<file path="config.mk">
export PLATFORM = sky130hd
export DESIGN_NAME = adcsr_readout
export DESIGN_NICKNAME = d
export VERILOG_FILES = /design/src/adcsr_readout.v /design/src/adcsr_sync2.v
export VERILOG_INCLUDE_DIRS = /design/src
export SDC_FILE = /design/constraint.sdc
export NUM_CORES = 1
export LEC_CHECK = 0
export BUFFER_PORTS_ARGS = -buffer_cell sky130_fd_sc_hd__buf_2
export CORE_AREA = 8 8 105 83
export CTS_CLUSTER_SIZE = 25
export DETAILED_ROUTE_END_ITERATION = 12
export DIE_AREA = 0 0 113 91
export PLACE_DENSITY = 0.86
export SETUP_SLACK_MARGIN = 0.5
export SLEW_MARGIN = 5
export SYNTH_ARGS = -nofsm -noshare
export SYNTH_HDL_FRONTEND = slang
export SYNTH_SLANG_ARGS = --single-unit
</file>
<file path="constraint.sdc">
create_clock -name clk_sys_i -period 6.9 [get_ports clk_sys_i]
set_clock_uncertainty 0.15 [all_clocks]
set_input_delay 0 -clock clk_sys_i [delete_from_list [all_inputs] [get_ports clk_sys_i]]
set_output_delay 0 -clock clk_sys_i [all_outputs]
set_load 0.01 [all_outputs]
</file>
<file path="src/adcsr_consts.vh">
`ifndef ADCSR_CONSTS_VH
`define ADCSR_CONSTS_VH
// Word length and counters
`define ADCSR_WORD_BITS 20
`define ADCSR_BIT_CNT_W 5
`define ADCSR_LAST_BIT 5'h13
// Master clock cycles of the ready-high guard and the calibration strobe
`define ADCSR_GUARD_CYC 3'h4
`define ADCSR_CAL_MIN_CYC 3'h4
// Self-clock divider: quarter rate, high in the phase before a bit change
`define ADCSR_DIV_LAST 2'h3
`define ADCSR_DIV_HIGH 2'h2
// Data access time after chip select, in ns, at a 50 ns clock
`define ADCSR_ACCESS_NS 160
`define ADCSR_CLK_NS 50
// Access delay in whole cycles, rounded up, sized to the access counter
`define ADCSR_ACCESS_CYC 3'h4
// Calibration type codes
`define ADCSR_CAL_SELF 2'h0
`define ADCSR_CAL_SYS_ZERO 2'h1
`define ADCSR_CAL_SYS_FULL 2'h2
`define ADCSR_CAL_SYS_BOTH 2'h3
`endif

</file>
<file path="src/adcsr_readout.v">
`timescale 1ns/1ps
`include "adcsr_consts.vh"
module adcsr_readout
(
  input wire clk_sys_i,
  input wire arst_n_i,
  input wire [19:0] conv_word_i,
  input wire conv_valid_i,
  input wire polarity_select_i,
  input wire mode_strap_i,
  input wire chip_sel_n_i,
  input wire sclk_i,
  input wire cal_strobe_i,
  input wire cal_type_select_a_i,
  input wire cal_type_select_b_i,
  output reg serial_data_out_o,
  output reg serial_data_oe_n_o,
  output reg sclk_o,
  output reg sclk_oe_n_o,
  output reg word_ready_n_o,
  output reg cal_busy_o,
  output reg [1:0] cal_step_o,
  output reg dev_reset_o
);
  // ==========================================================
  // Pin synchronisers
  wire cs_n_s;
  wire sclk_s;
  wire cal_s;
  wire sca_s;
  wire scb_s;
  wire mode_s;
  adcsr_sync2 u_cs (.clk_sys_i(clk_sys_i), .arst_n_i(arst_n_i),
    .d_i(chip_sel_n_i), .q_o(cs_n_s));
  adcsr_sync2 u_sck (.clk_sys_i(clk_sys_i), .arst_n_i(arst_n_i),
    .d_i(sclk_i), .q_o(sclk_s));
  adcsr_sync2 u_cal (.clk_sys_i(clk_sys_i), .arst_n_i(arst_n_i),
    .d_i(cal_strobe_i), .q_o(cal_s));
  adcsr_sync2 u_sca (.clk_sys_i(clk_sys_i), .arst_n_i(arst_n_i),
    .d_i(cal_type_select_a_i), .q_o(sca_s));
  adcsr_sync2 u_scb (.clk_sys_i(clk_sys_i), .arst_n_i(arst_n_i),
    .d_i(cal_type_select_b_i), .q_o(scb_s));
  adcsr_sync2 u_mod (.clk_sys_i(clk_sys_i), .arst_n_i(arst_n_i),
    .d_i(mode_strap_i), .q_o(mode_s));
  wire pol_s;
  adcsr_sync2 u_pol (.clk_sys_i(clk_sys_i), .arst_n_i(arst_n_i),
    .d_i(polarity_select_i), .q_o(pol_s));

  // ==========================================================
  // Edge detection on synchronised pins
  reg cs_n_q;
  reg sclk_q;
  reg cal_q;
  always @(posedge clk_sys_i or negedge arst_n_i)
  begin
    if (!arst_n_i)
    begin
      cs_n_q <= 1'b0; // Synchroniser resets low: no false select edge
      sclk_q <= 1'b0;
      cal_q <= 1'b0;
    end
    else
    begin
      cs_n_q <= cs_n_s;
      sclk_q <= sclk_s;
      cal_q <= cal_s;
    end
  end
  wire cs_fall = cs_n_q & ~cs_n_s;
  wire sclk_fall = sclk_q & ~sclk_s;
  wire cal_rise = cal_s & ~cal_q;
  wire cal_fall = cal_q & ~cal_s;

  // ==========================================================
  // Calibration strobe: length count, select capture, step sequence
  localparam CS_IDLE = 2'h0;
  localparam CS_ZERO = 2'h1;
  localparam CS_FULL = 2'h2;
  localparam CS_SELF = 2'h3;
  reg [2:0] cal_cnt_q;
  reg [1:0] cal_sel_q;
  reg [1:0] cal_st_q;
  reg reset_hit_q;
  always @(posedge clk_sys_i or negedge arst_n_i)
  begin
    if (!arst_n_i)
    begin
      cal_cnt_q <= 3'h0;
      cal_sel_q <= `ADCSR_CAL_SELF;
      cal_st_q <= CS_IDLE;
      reset_hit_q <= 1'b0;
      cal_busy_o <= 1'b0;
      cal_step_o <= 2'h0;
      dev_reset_o <= 1'b0;
    end
    else
    begin
      if (cal_rise)
        cal_sel_q <= {scb_s, sca_s};
      if (!cal_s)
        cal_cnt_q <= 3'h0;
      else if (cal_cnt_q != 3'h7)
        cal_cnt_q <= cal_cnt_q + 3'h1;
      // Strictly more than four cycles high means reset
      dev_reset_o <= cal_s && (cal_cnt_q >= `ADCSR_CAL_MIN_CYC);
      if (cal_s && (cal_cnt_q >= `ADCSR_CAL_MIN_CYC))
        reset_hit_q <= 1'b1;
      if (dev_reset_o) // Case below wins on the strobe fall
      begin
        cal_st_q <= CS_IDLE;
        cal_busy_o <= 1'b0;
      end
      case (cal_st_q)
        CS_IDLE:
        begin
          if (cal_fall && reset_hit_q)
          begin
            reset_hit_q <= 1'b0;
            cal_busy_o <= 1'b1;
            if (!cal_sel_q[1])
            begin
              cal_st_q <= CS_ZERO;
              cal_step_o <= `ADCSR_CAL_SYS_ZERO;
            end
            else
            begin
              cal_st_q <= CS_SELF;
              cal_step_o <= `ADCSR_CAL_SELF;
            end
          end
        end
        // Each step ends with the next converted word
        CS_ZERO:
        begin
          if (conv_valid_i)
          begin
            cal_st_q <= CS_FULL;
            cal_step_o <= `ADCSR_CAL_SYS_FULL;
          end
        end
        CS_FULL, CS_SELF:
        begin
          if (conv_valid_i)
          begin
            cal_st_q <= CS_IDLE;
            cal_busy_o <= 1'b0;
            cal_step_o <= 2'h0;
          end
        end
        default: cal_st_q <= CS_IDLE;
      endcase
    end
  end

  // ==========================================================
  // Readout engine
  localparam RS_IDLE = 2'h0;
  localparam RS_WAIT = 2'h1;
  localparam RS_SHIFT = 2'h2;
  localparam RS_STOP = 2'h3;
  reg [1:0] rs_q;
  reg [19:0] word_q;
  reg [19:0] shift_q;
  reg [4:0] bit_q;
  reg [2:0] guard_q;
  reg [2:0] acc_q;
  reg [1:0] div_q;
  reg ext_mode_q;
  wire [19:0] coded;
  // Offset binary is the two's complement with MSB flipped
  assign coded = pol_s ?
    {~conv_word_i[19], conv_word_i[18:0]} : conv_word_i;
  // Bit boundary: falling external clock, or end of self-clock period
  wire bit_edge = ext_mode_q ? sclk_fall : (div_q == `ADCSR_DIV_LAST);
  always @(posedge clk_sys_i or negedge arst_n_i)
  begin
    if (!arst_n_i)
    begin
      rs_q <= RS_IDLE;
      word_q <= 20'h00000;
      shift_q <= 20'h00000;
      bit_q <= 5'h00;
      guard_q <= 3'h0;
      acc_q <= 3'h0;
      div_q <= 2'h0;
      ext_mode_q <= 1'b1;
      word_ready_n_o <= 1'b1;
      serial_data_out_o <= 1'b0;
      serial_data_oe_n_o <= 1'b1;
      sclk_o <= 1'b0;
      sclk_oe_n_o <= 1'b1;
    end
    else
    begin
      div_q <= div_q + 2'h1;
      if (guard_q != 3'h0)
        guard_q <= guard_q - 3'h1;
      // New word replaces an unread one; ready held high four cycles
      if (conv_valid_i && (rs_q == RS_IDLE))
      begin
        word_q <= coded;
        word_ready_n_o <= 1'b1;
        guard_q <= `ADCSR_GUARD_CYC;
      end
      else if (rs_q == RS_IDLE && guard_q == 3'h1)
        word_ready_n_o <= 1'b0;
      case (rs_q)
        RS_IDLE:
        begin
          sclk_oe_n_o <= 1'b1;
          serial_data_oe_n_o <= 1'b1;
          ext_mode_q <= ~mode_s;
          if (cs_fall && !word_ready_n_o && guard_q == 3'h0
              && !conv_valid_i)
          begin
            rs_q <= RS_WAIT;
            shift_q <= word_q;
            acc_q <= 3'h0;
            bit_q <= 5'h00;
          end
        end
        // Data access delay before driving the MSB
        RS_WAIT:
        begin
          acc_q <= acc_q + 3'h1;
          if (acc_q == `ADCSR_ACCESS_CYC)
          begin
            rs_q <= RS_SHIFT;
            serial_data_out_o <= shift_q[19];
            serial_data_oe_n_o <= 1'b0;
            sclk_oe_n_o <= ext_mode_q;
            sclk_o <= 1'b0;
            div_q <= 2'h0;
          end
          else if (cs_n_s)
            rs_q <= RS_IDLE;
        end
        RS_SHIFT:
        begin
          if (!ext_mode_q)
            sclk_o <= (div_q == `ADCSR_DIV_HIGH);
          if (bit_edge)
          begin
            if (bit_q == `ADCSR_LAST_BIT)
            begin
              rs_q <= RS_IDLE;
              word_ready_n_o <= 1'b1;
              serial_data_oe_n_o <= 1'b1;
              sclk_oe_n_o <= 1'b1;
              sclk_o <= 1'b0;
            end
            else if (cs_n_s)
              rs_q <= RS_STOP;
            else
            begin
              bit_q <= bit_q + 5'h01;
              shift_q <= {shift_q[18:0], 1'b0};
              serial_data_out_o <= shift_q[18];
            end
          end
        end
        // Abandoned word: float pins, word stays for a later read
        RS_STOP:
        begin
          serial_data_oe_n_o <= 1'b1;
          sclk_oe_n_o <= 1'b1;
          sclk_o <= 1'b0;
          rs_q <= RS_IDLE;
        end
        default: rs_q <= RS_IDLE;
      endcase
      if (dev_reset_o)
      begin
        rs_q <= RS_IDLE;
        word_ready_n_o <= 1'b1;
        serial_data_oe_n_o <= 1'b1;
        sclk_oe_n_o <= 1'b1;
      end
    end
  end
endmodule // adcsr_readout

</file>
<file path="src/adcsr_sync2.v">
`timescale 1ns/1ps
`include "adcsr_consts.vh"
// Two-flop synchroniser for pins from outside the clock domain
module adcsr_sync2
(
  input wire clk_sys_i,
  input wire arst_n_i,
  input wire d_i,
  output wire q_o
);
  reg s1_q;
  reg s2_q;
  // First flop feeds only the second
  always @(posedge clk_sys_i or negedge arst_n_i)
  begin
    if (!arst_n_i)
    begin
      s1_q <= 1'b0;
      s2_q <= 1'b0;
    end
    else
    begin
      s1_q <= d_i;
      s2_q <= s1_q;
    end
  end
  assign q_o = s2_q;
endmodule // adcsr_sync2

</file>
* Word-level counts from Yosys, hierarchy flattened
Cells that the tools add are included.
** Word-level totals
- Input bits :: 30
- Bits in registers :: 90
- Logic and storage cells :: 176
- Output and inout bits :: 9
** Operators by class
- Reductions and logical operators :: 27
- Muxes and demuxes :: 69
- Bitwise logic cells :: 10
- $lt $le $gt $ge :: 1
- Eq/ne operators :: 27
- $add $sub $neg :: 5
** Operators with widths (number)
- 20-bit 2-to-1 mux :: 5
- 20-bit case mux with 2 select lines :: 1
- 2-bit 2-to-1 mux :: 17
- 1-bit 2-to-1 mux :: 27
- 5-bit 2-to-1 mux :: 4
- 2-bit != test, second input constant :: 8
- 3-bit 2-to-1 mux :: 5
- 2-bit equality test, second input constant :: 6
- 3-bit != test, second input constant :: 4
- 2-bit case mux with 3 select lines :: 2
- 5-bit case mux with 2 select lines :: 1
- 5-bit AND reduction :: 2
- 1-bit case mux with 3 select lines :: 3
- 4-bit by 3-bit != test with 1-bit output, second input constant :: 2
- 2-bit case mux with 4 select lines :: 1
- 2-bit nonzero test :: 4
- 1-bit logical AND :: 7
- 3-bit by 1-bit adder with 3-bit output, second input constant :: 2
- 1-bit inverter :: 6
- 3-bit case mux with 2 select lines :: 1
- 3-bit AND reduction :: 2
- 3-bit nonzero test :: 2
- 5-bit by 1-bit adder with 5-bit output, second input constant :: 1
- 5-bit equality test, second input constant :: 1
- other kinds (16) :: 25

* Depth between registers and ports, before layout
- Depth in word-level cells :: 8
- Mapped depth :: 8
- Mapped depth without buffers :: 6

* Modules after synthesis
From an unflattened synthesis, not the netlist that was laid out.
** Unflattened totals
- Cell total of the unflattened synthesis :: 329
- Area total of the unflattened synthesis :: 3819.9 um^2
** Modules (own cells, without submodules)
- adcsr_readout :: sequential area each 1881.8 um^2, instances 1, cells each 317, area an instance 3519.6 um^2
- adcsr_sync2 :: sequential area each 50.0 um^2, instances 6, cells each 2, area an instance 50.0 um^2

* Worst setup path before layout
OpenSTA, ideal clock, no wires.
- Path type :: flip-flop to flip-flop
- Start :: reg bit_q[0]
- End :: reg shift_q[1]
- Stages on the path, launching flop included :: 8
- Clock period less this slack :: 2.246 ns
- Required time :: 6.623 ns
- Path slack :: 4.654 ns
- Path buffers :: 2
- Data arrival time :: 1.968 ns
- Setup time :: 0.127 ns
- Cells stage by stage :: dfrtp_1 ha_1 and4bb_2 a2111oi_4 a21o_1 buf_6 buf_8 mux2_1
** Between the ends
- Word-level cells in the longest chain between the ends :: 3
** Ends and longest elaborated chain
- start, declared :: RTL line adcsr_readout.v:164 : reg [4:0] bit_q;
- start signal, assigned :: RTL line adcsr_readout.v:256 : bit_q <= bit_q + 5'h01;
- 5-bit equality test (no source line)
- 2-bit != test (no source line)
- 5-bit AND reduction (no source line)
- end signal, assigned :: RTL line adcsr_readout.v:217 : shift_q <= word_q;
- end signal, assigned :: RTL line adcsr_readout.v:257 : shift_q <= {shift_q[18:0], 1'b0};
- end, declared :: RTL line adcsr_readout.v:163 : reg [19:0] shift_q;
No other way between the ends.
A chain may end at the register's enable or synchronous reset.

* Final worst setup path
- Start :: reg rs_q[0]
- End :: reg shift_q[4]
** Between the ends
- Word-level cells in the longest chain between the ends :: 3
- Elaborated cells on any way between the ends :: 9
- Classes of those cells :: eq/ne: 5; mux: 1; reduce/logical: 3
** Ends and longest elaborated chain
- start, declared :: RTL line adcsr_readout.v:161 : reg [1:0] rs_q;
- start signal, assigned :: RTL line adcsr_readout.v:179 : rs_q <= RS_IDLE;
- start signal, assigned :: RTL line adcsr_readout.v:216 : rs_q <= RS_WAIT;
- start signal, assigned :: RTL line adcsr_readout.v:228 : rs_q <= RS_SHIFT;
- 2-bit equality test / 2-bit zero test (equally long branches) :: RTL line adcsr_readout.v:207 : case (rs_q)
- 2-bit != test (no source line) (tied with other cells)
- 5-bit AND reduction (no source line)
Parallel ways exist; a longest one is shown, timed or not.

==> results.cfg <==
[status]
outcome = complete, no violations

[routing]
first_pass_iters = 4
drt_iter0_drc = 75
drt_wl_total_um = 7620
detail-route-antenna-nets = 0
drc = 0
vias_per_cell = 5.44
vias = 2593
routedWlPerCell_um = 16.0

[clock_network]
cts_tree = yes
clk_path_buf_depth = 2
postCtsResizedCells = 0
clkLatencyLatePin_ns = 0.36
root_buffer = clkbuf_8
path_clk_slew_ns = 0.09
h-tree-depth = 3
cts_buffers = 9
numClockSinks = 87

[grt]
antenna_found_initial = 1
grt_pass1_vias = 2731
grt_pass1_wl_um = 13000
grt_usage_pct = 15.8
grt_max_degree = 88
grt-ovfl-total = 0

[yosys]
syn_area_sq_um = 3800
synth_seq_cells = 87
synthArstFlopShare_pct = 100
syn_nets = 359
synth_cell_types = 48
synth.most_common_cell = dfrtp_1
yosysSeqAreaShare_pct = 57.4
yosys-top-cells-count = 83 x dfrtp_1, 70 x nand2_1, 27 x mux2_2, 13 x inv_1, 12 x nor2_1
synth_top_area_share_pct = 54.6
synth_flop_cell = dfrtp_1
syn_inst = 319
ys_top_cells_by_area = dfrtp_1 55%, mux2_2 8.0%, nand2_1 6.9%
syn_avg_cell_area_sq_um = 11.9
yosys.area.top_type = dfrtp_1
ys_warn_count = 0
synth_edf_count = 0

[place]
globalplace.congestion = 0.777
dp_hpwl_um = 4730
placed_area_sq_um = 4020
io_buffer_count = 37

[layout]
fin_area_sq_um = 4500
fill_cells = 515
area_growth_pct = 18.4
multiInputGateArea_sq_um = 1480
seq_area_sq_um = 2180
drive_above_1_share_pct = 25.4
nNetsFinal = 424

[timing]
worst_pin_slew_ns = 1.15
finalCritPeriodShare_pct = 51.0
max-slew-margin-rel_pct = 23.5
fin_tns_setup_ns = 0
rsz0062_at_grt = false
slew_violations = 0
setup_viol = 0
min_period_ns = 3.52
hold_violations = 0
fmax_mhz = 284

[floorplan]
ios = 39
core-area_sq_um = 7090
die_y_um = 91
initial_core_util_pct = 53.6
dieArea_sq_um = 10300
die_x_um = 113
core.rowCount = 27

[worst_setup_path]
critical_path_class = flip-flop to flip-flop
crit_fanout = 26
crit_arrival_ns = 3.62
crit_path_start_kind = flip-flop
r2r_setup_slack_ns = 3.38
critPathRequiredTime_ns = 6.99
crit_path_end_kind = flip-flop

[flow_run]
cap_violations = 0

[pwr]
power_mw = 1.19
power_density_nw_per_um2 = 264
peakVddDrop_mv = 0.147
p_leak_nw = 2.17

[min_path]
min_path_type = primary input to flip-flop
[per-layer routing]
metal  up-vias  track usage (%)  share of wire (%)
met4         0             6.53                2.3
met2        53             27.3                 51
met3        16             5.36                4.2
met5         -                0                  0
met1      1310             17.6                 42
li1       1214                -                  -
[where the power goes]
part           leakage [nW]  total (mW)  internal [mW]  switching [mW]
registers              1.06       0.631          0.580          0.0509
logic                  1.00       0.190         0.0993          0.0903
clock network         0.106       0.367          0.172           0.195
total                  2.17        1.19          0.851           0.336
[kinds of logic after synthesis]
logic type | Yosys count | synth area share [%]
AND/OR/NAND/NOR | 108 | 12.6
flip-flops | 87 | 57.4
multiplexers | 46 | 14.4
AO/OA/AOI/OAI | 40 | 7.93
buffers and inverters | 25 | 3.68
adder cells (fa/ha/maj) | 10 | 3.29
XOR/XNOR | 3 | 0.691
[stage by stage]
step                std cells  hold WS [ns]  utilization [%]  setup WS [ns]
global placement          432       -0.0424             56.6           3.50
detailed placement        432       -0.0406             56.6           3.43
finish                    477         0.115             63.5           3.38
CTS                       476         0.107             63.5           3.40
floorplan                 319        -0.446                -           4.65
global route              477         0.113             63.5           3.17
[critical path: stages (launching register included)]
cell and delay (ns):
dfrtp_1 0.49, nand2b_1 0.70, a2111oi_4 0.71, a21o_1 0.91, mux2_2 0.43
[registers in the layout (all words and copies together) (netlist names), 2 cells and up]
register and count:
acc_q 3, bit_q 5, cal_cnt_q 3, cal_st_q 2, cal_step_o 2, div_q 2, guard_q 3, rs_q 2
shift_q 20, word_q 20
[what timing repair did]
action                                 CTS  global route
endpoints found under the hold margin  114             0
hold buffers                            28             0
buffers inserted                         0             0
[cell type report]
type                            instances  area share (%)
Clock inverter                          7            1.81
Clock buffer                            9            2.75
Timing Repair Buffer                   66            10.6
Multi-Input combinational cell        207            32.9
Inverter                               13            1.08
Antenna cell                            1          0.0556
Sequential cell                        87            48.4
Tap cell                               87            2.42
[worst paths after layout]
kind                                      startpoint                      end  cells after the start
worst max-delay path             rs_q[0]$_DFFE_PN0P_   shift_q[4]$_DFFE_PN0P_                      4
worst min-delay path                          sclk_i     u_sck.s1_q$_DFF_PN0_                      2
worst max register to register   rs_q[0]$_DFFE_PN0P_   shift_q[4]$_DFFE_PN0P_                      4
worst min register to register  u_pol.s1_q$_DFF_PN0_      u_pol.q_o$_DFF_PN0_                      0
max in group asynchronous                   arst_n_i  shift_q[15]$_DFFE_PN0P_                      2
min in group asynchronous                   arst_n_i     u_cal.s1_q$_DFF_PN0_                      2
[placed cells by master, fill, tap and decap left out, drive strengths merged, types with 3 or more instances in the layout]
cell type,synthesis,routed
buf,7,38
clkinv,0,4
and2,3,3
nand3,3,3
nor2b,4,4
dfrtp,83,83
nand2b,7,7
dlygate4sd3,0,28
o21ai,8,8
clkbuf,5,9
o21a,3,3
mux2,40,40
a21oi,4,4
nor2,12,12
xnor2,3,3
dfstp,4,4
a21o,3,3
nand2,70,70
inv,13,15
a211oi,3,3
a31oi,3,3
mux2i,6,6
ha,10,10
Note: power is estimated with default switching activity, not from simulation.
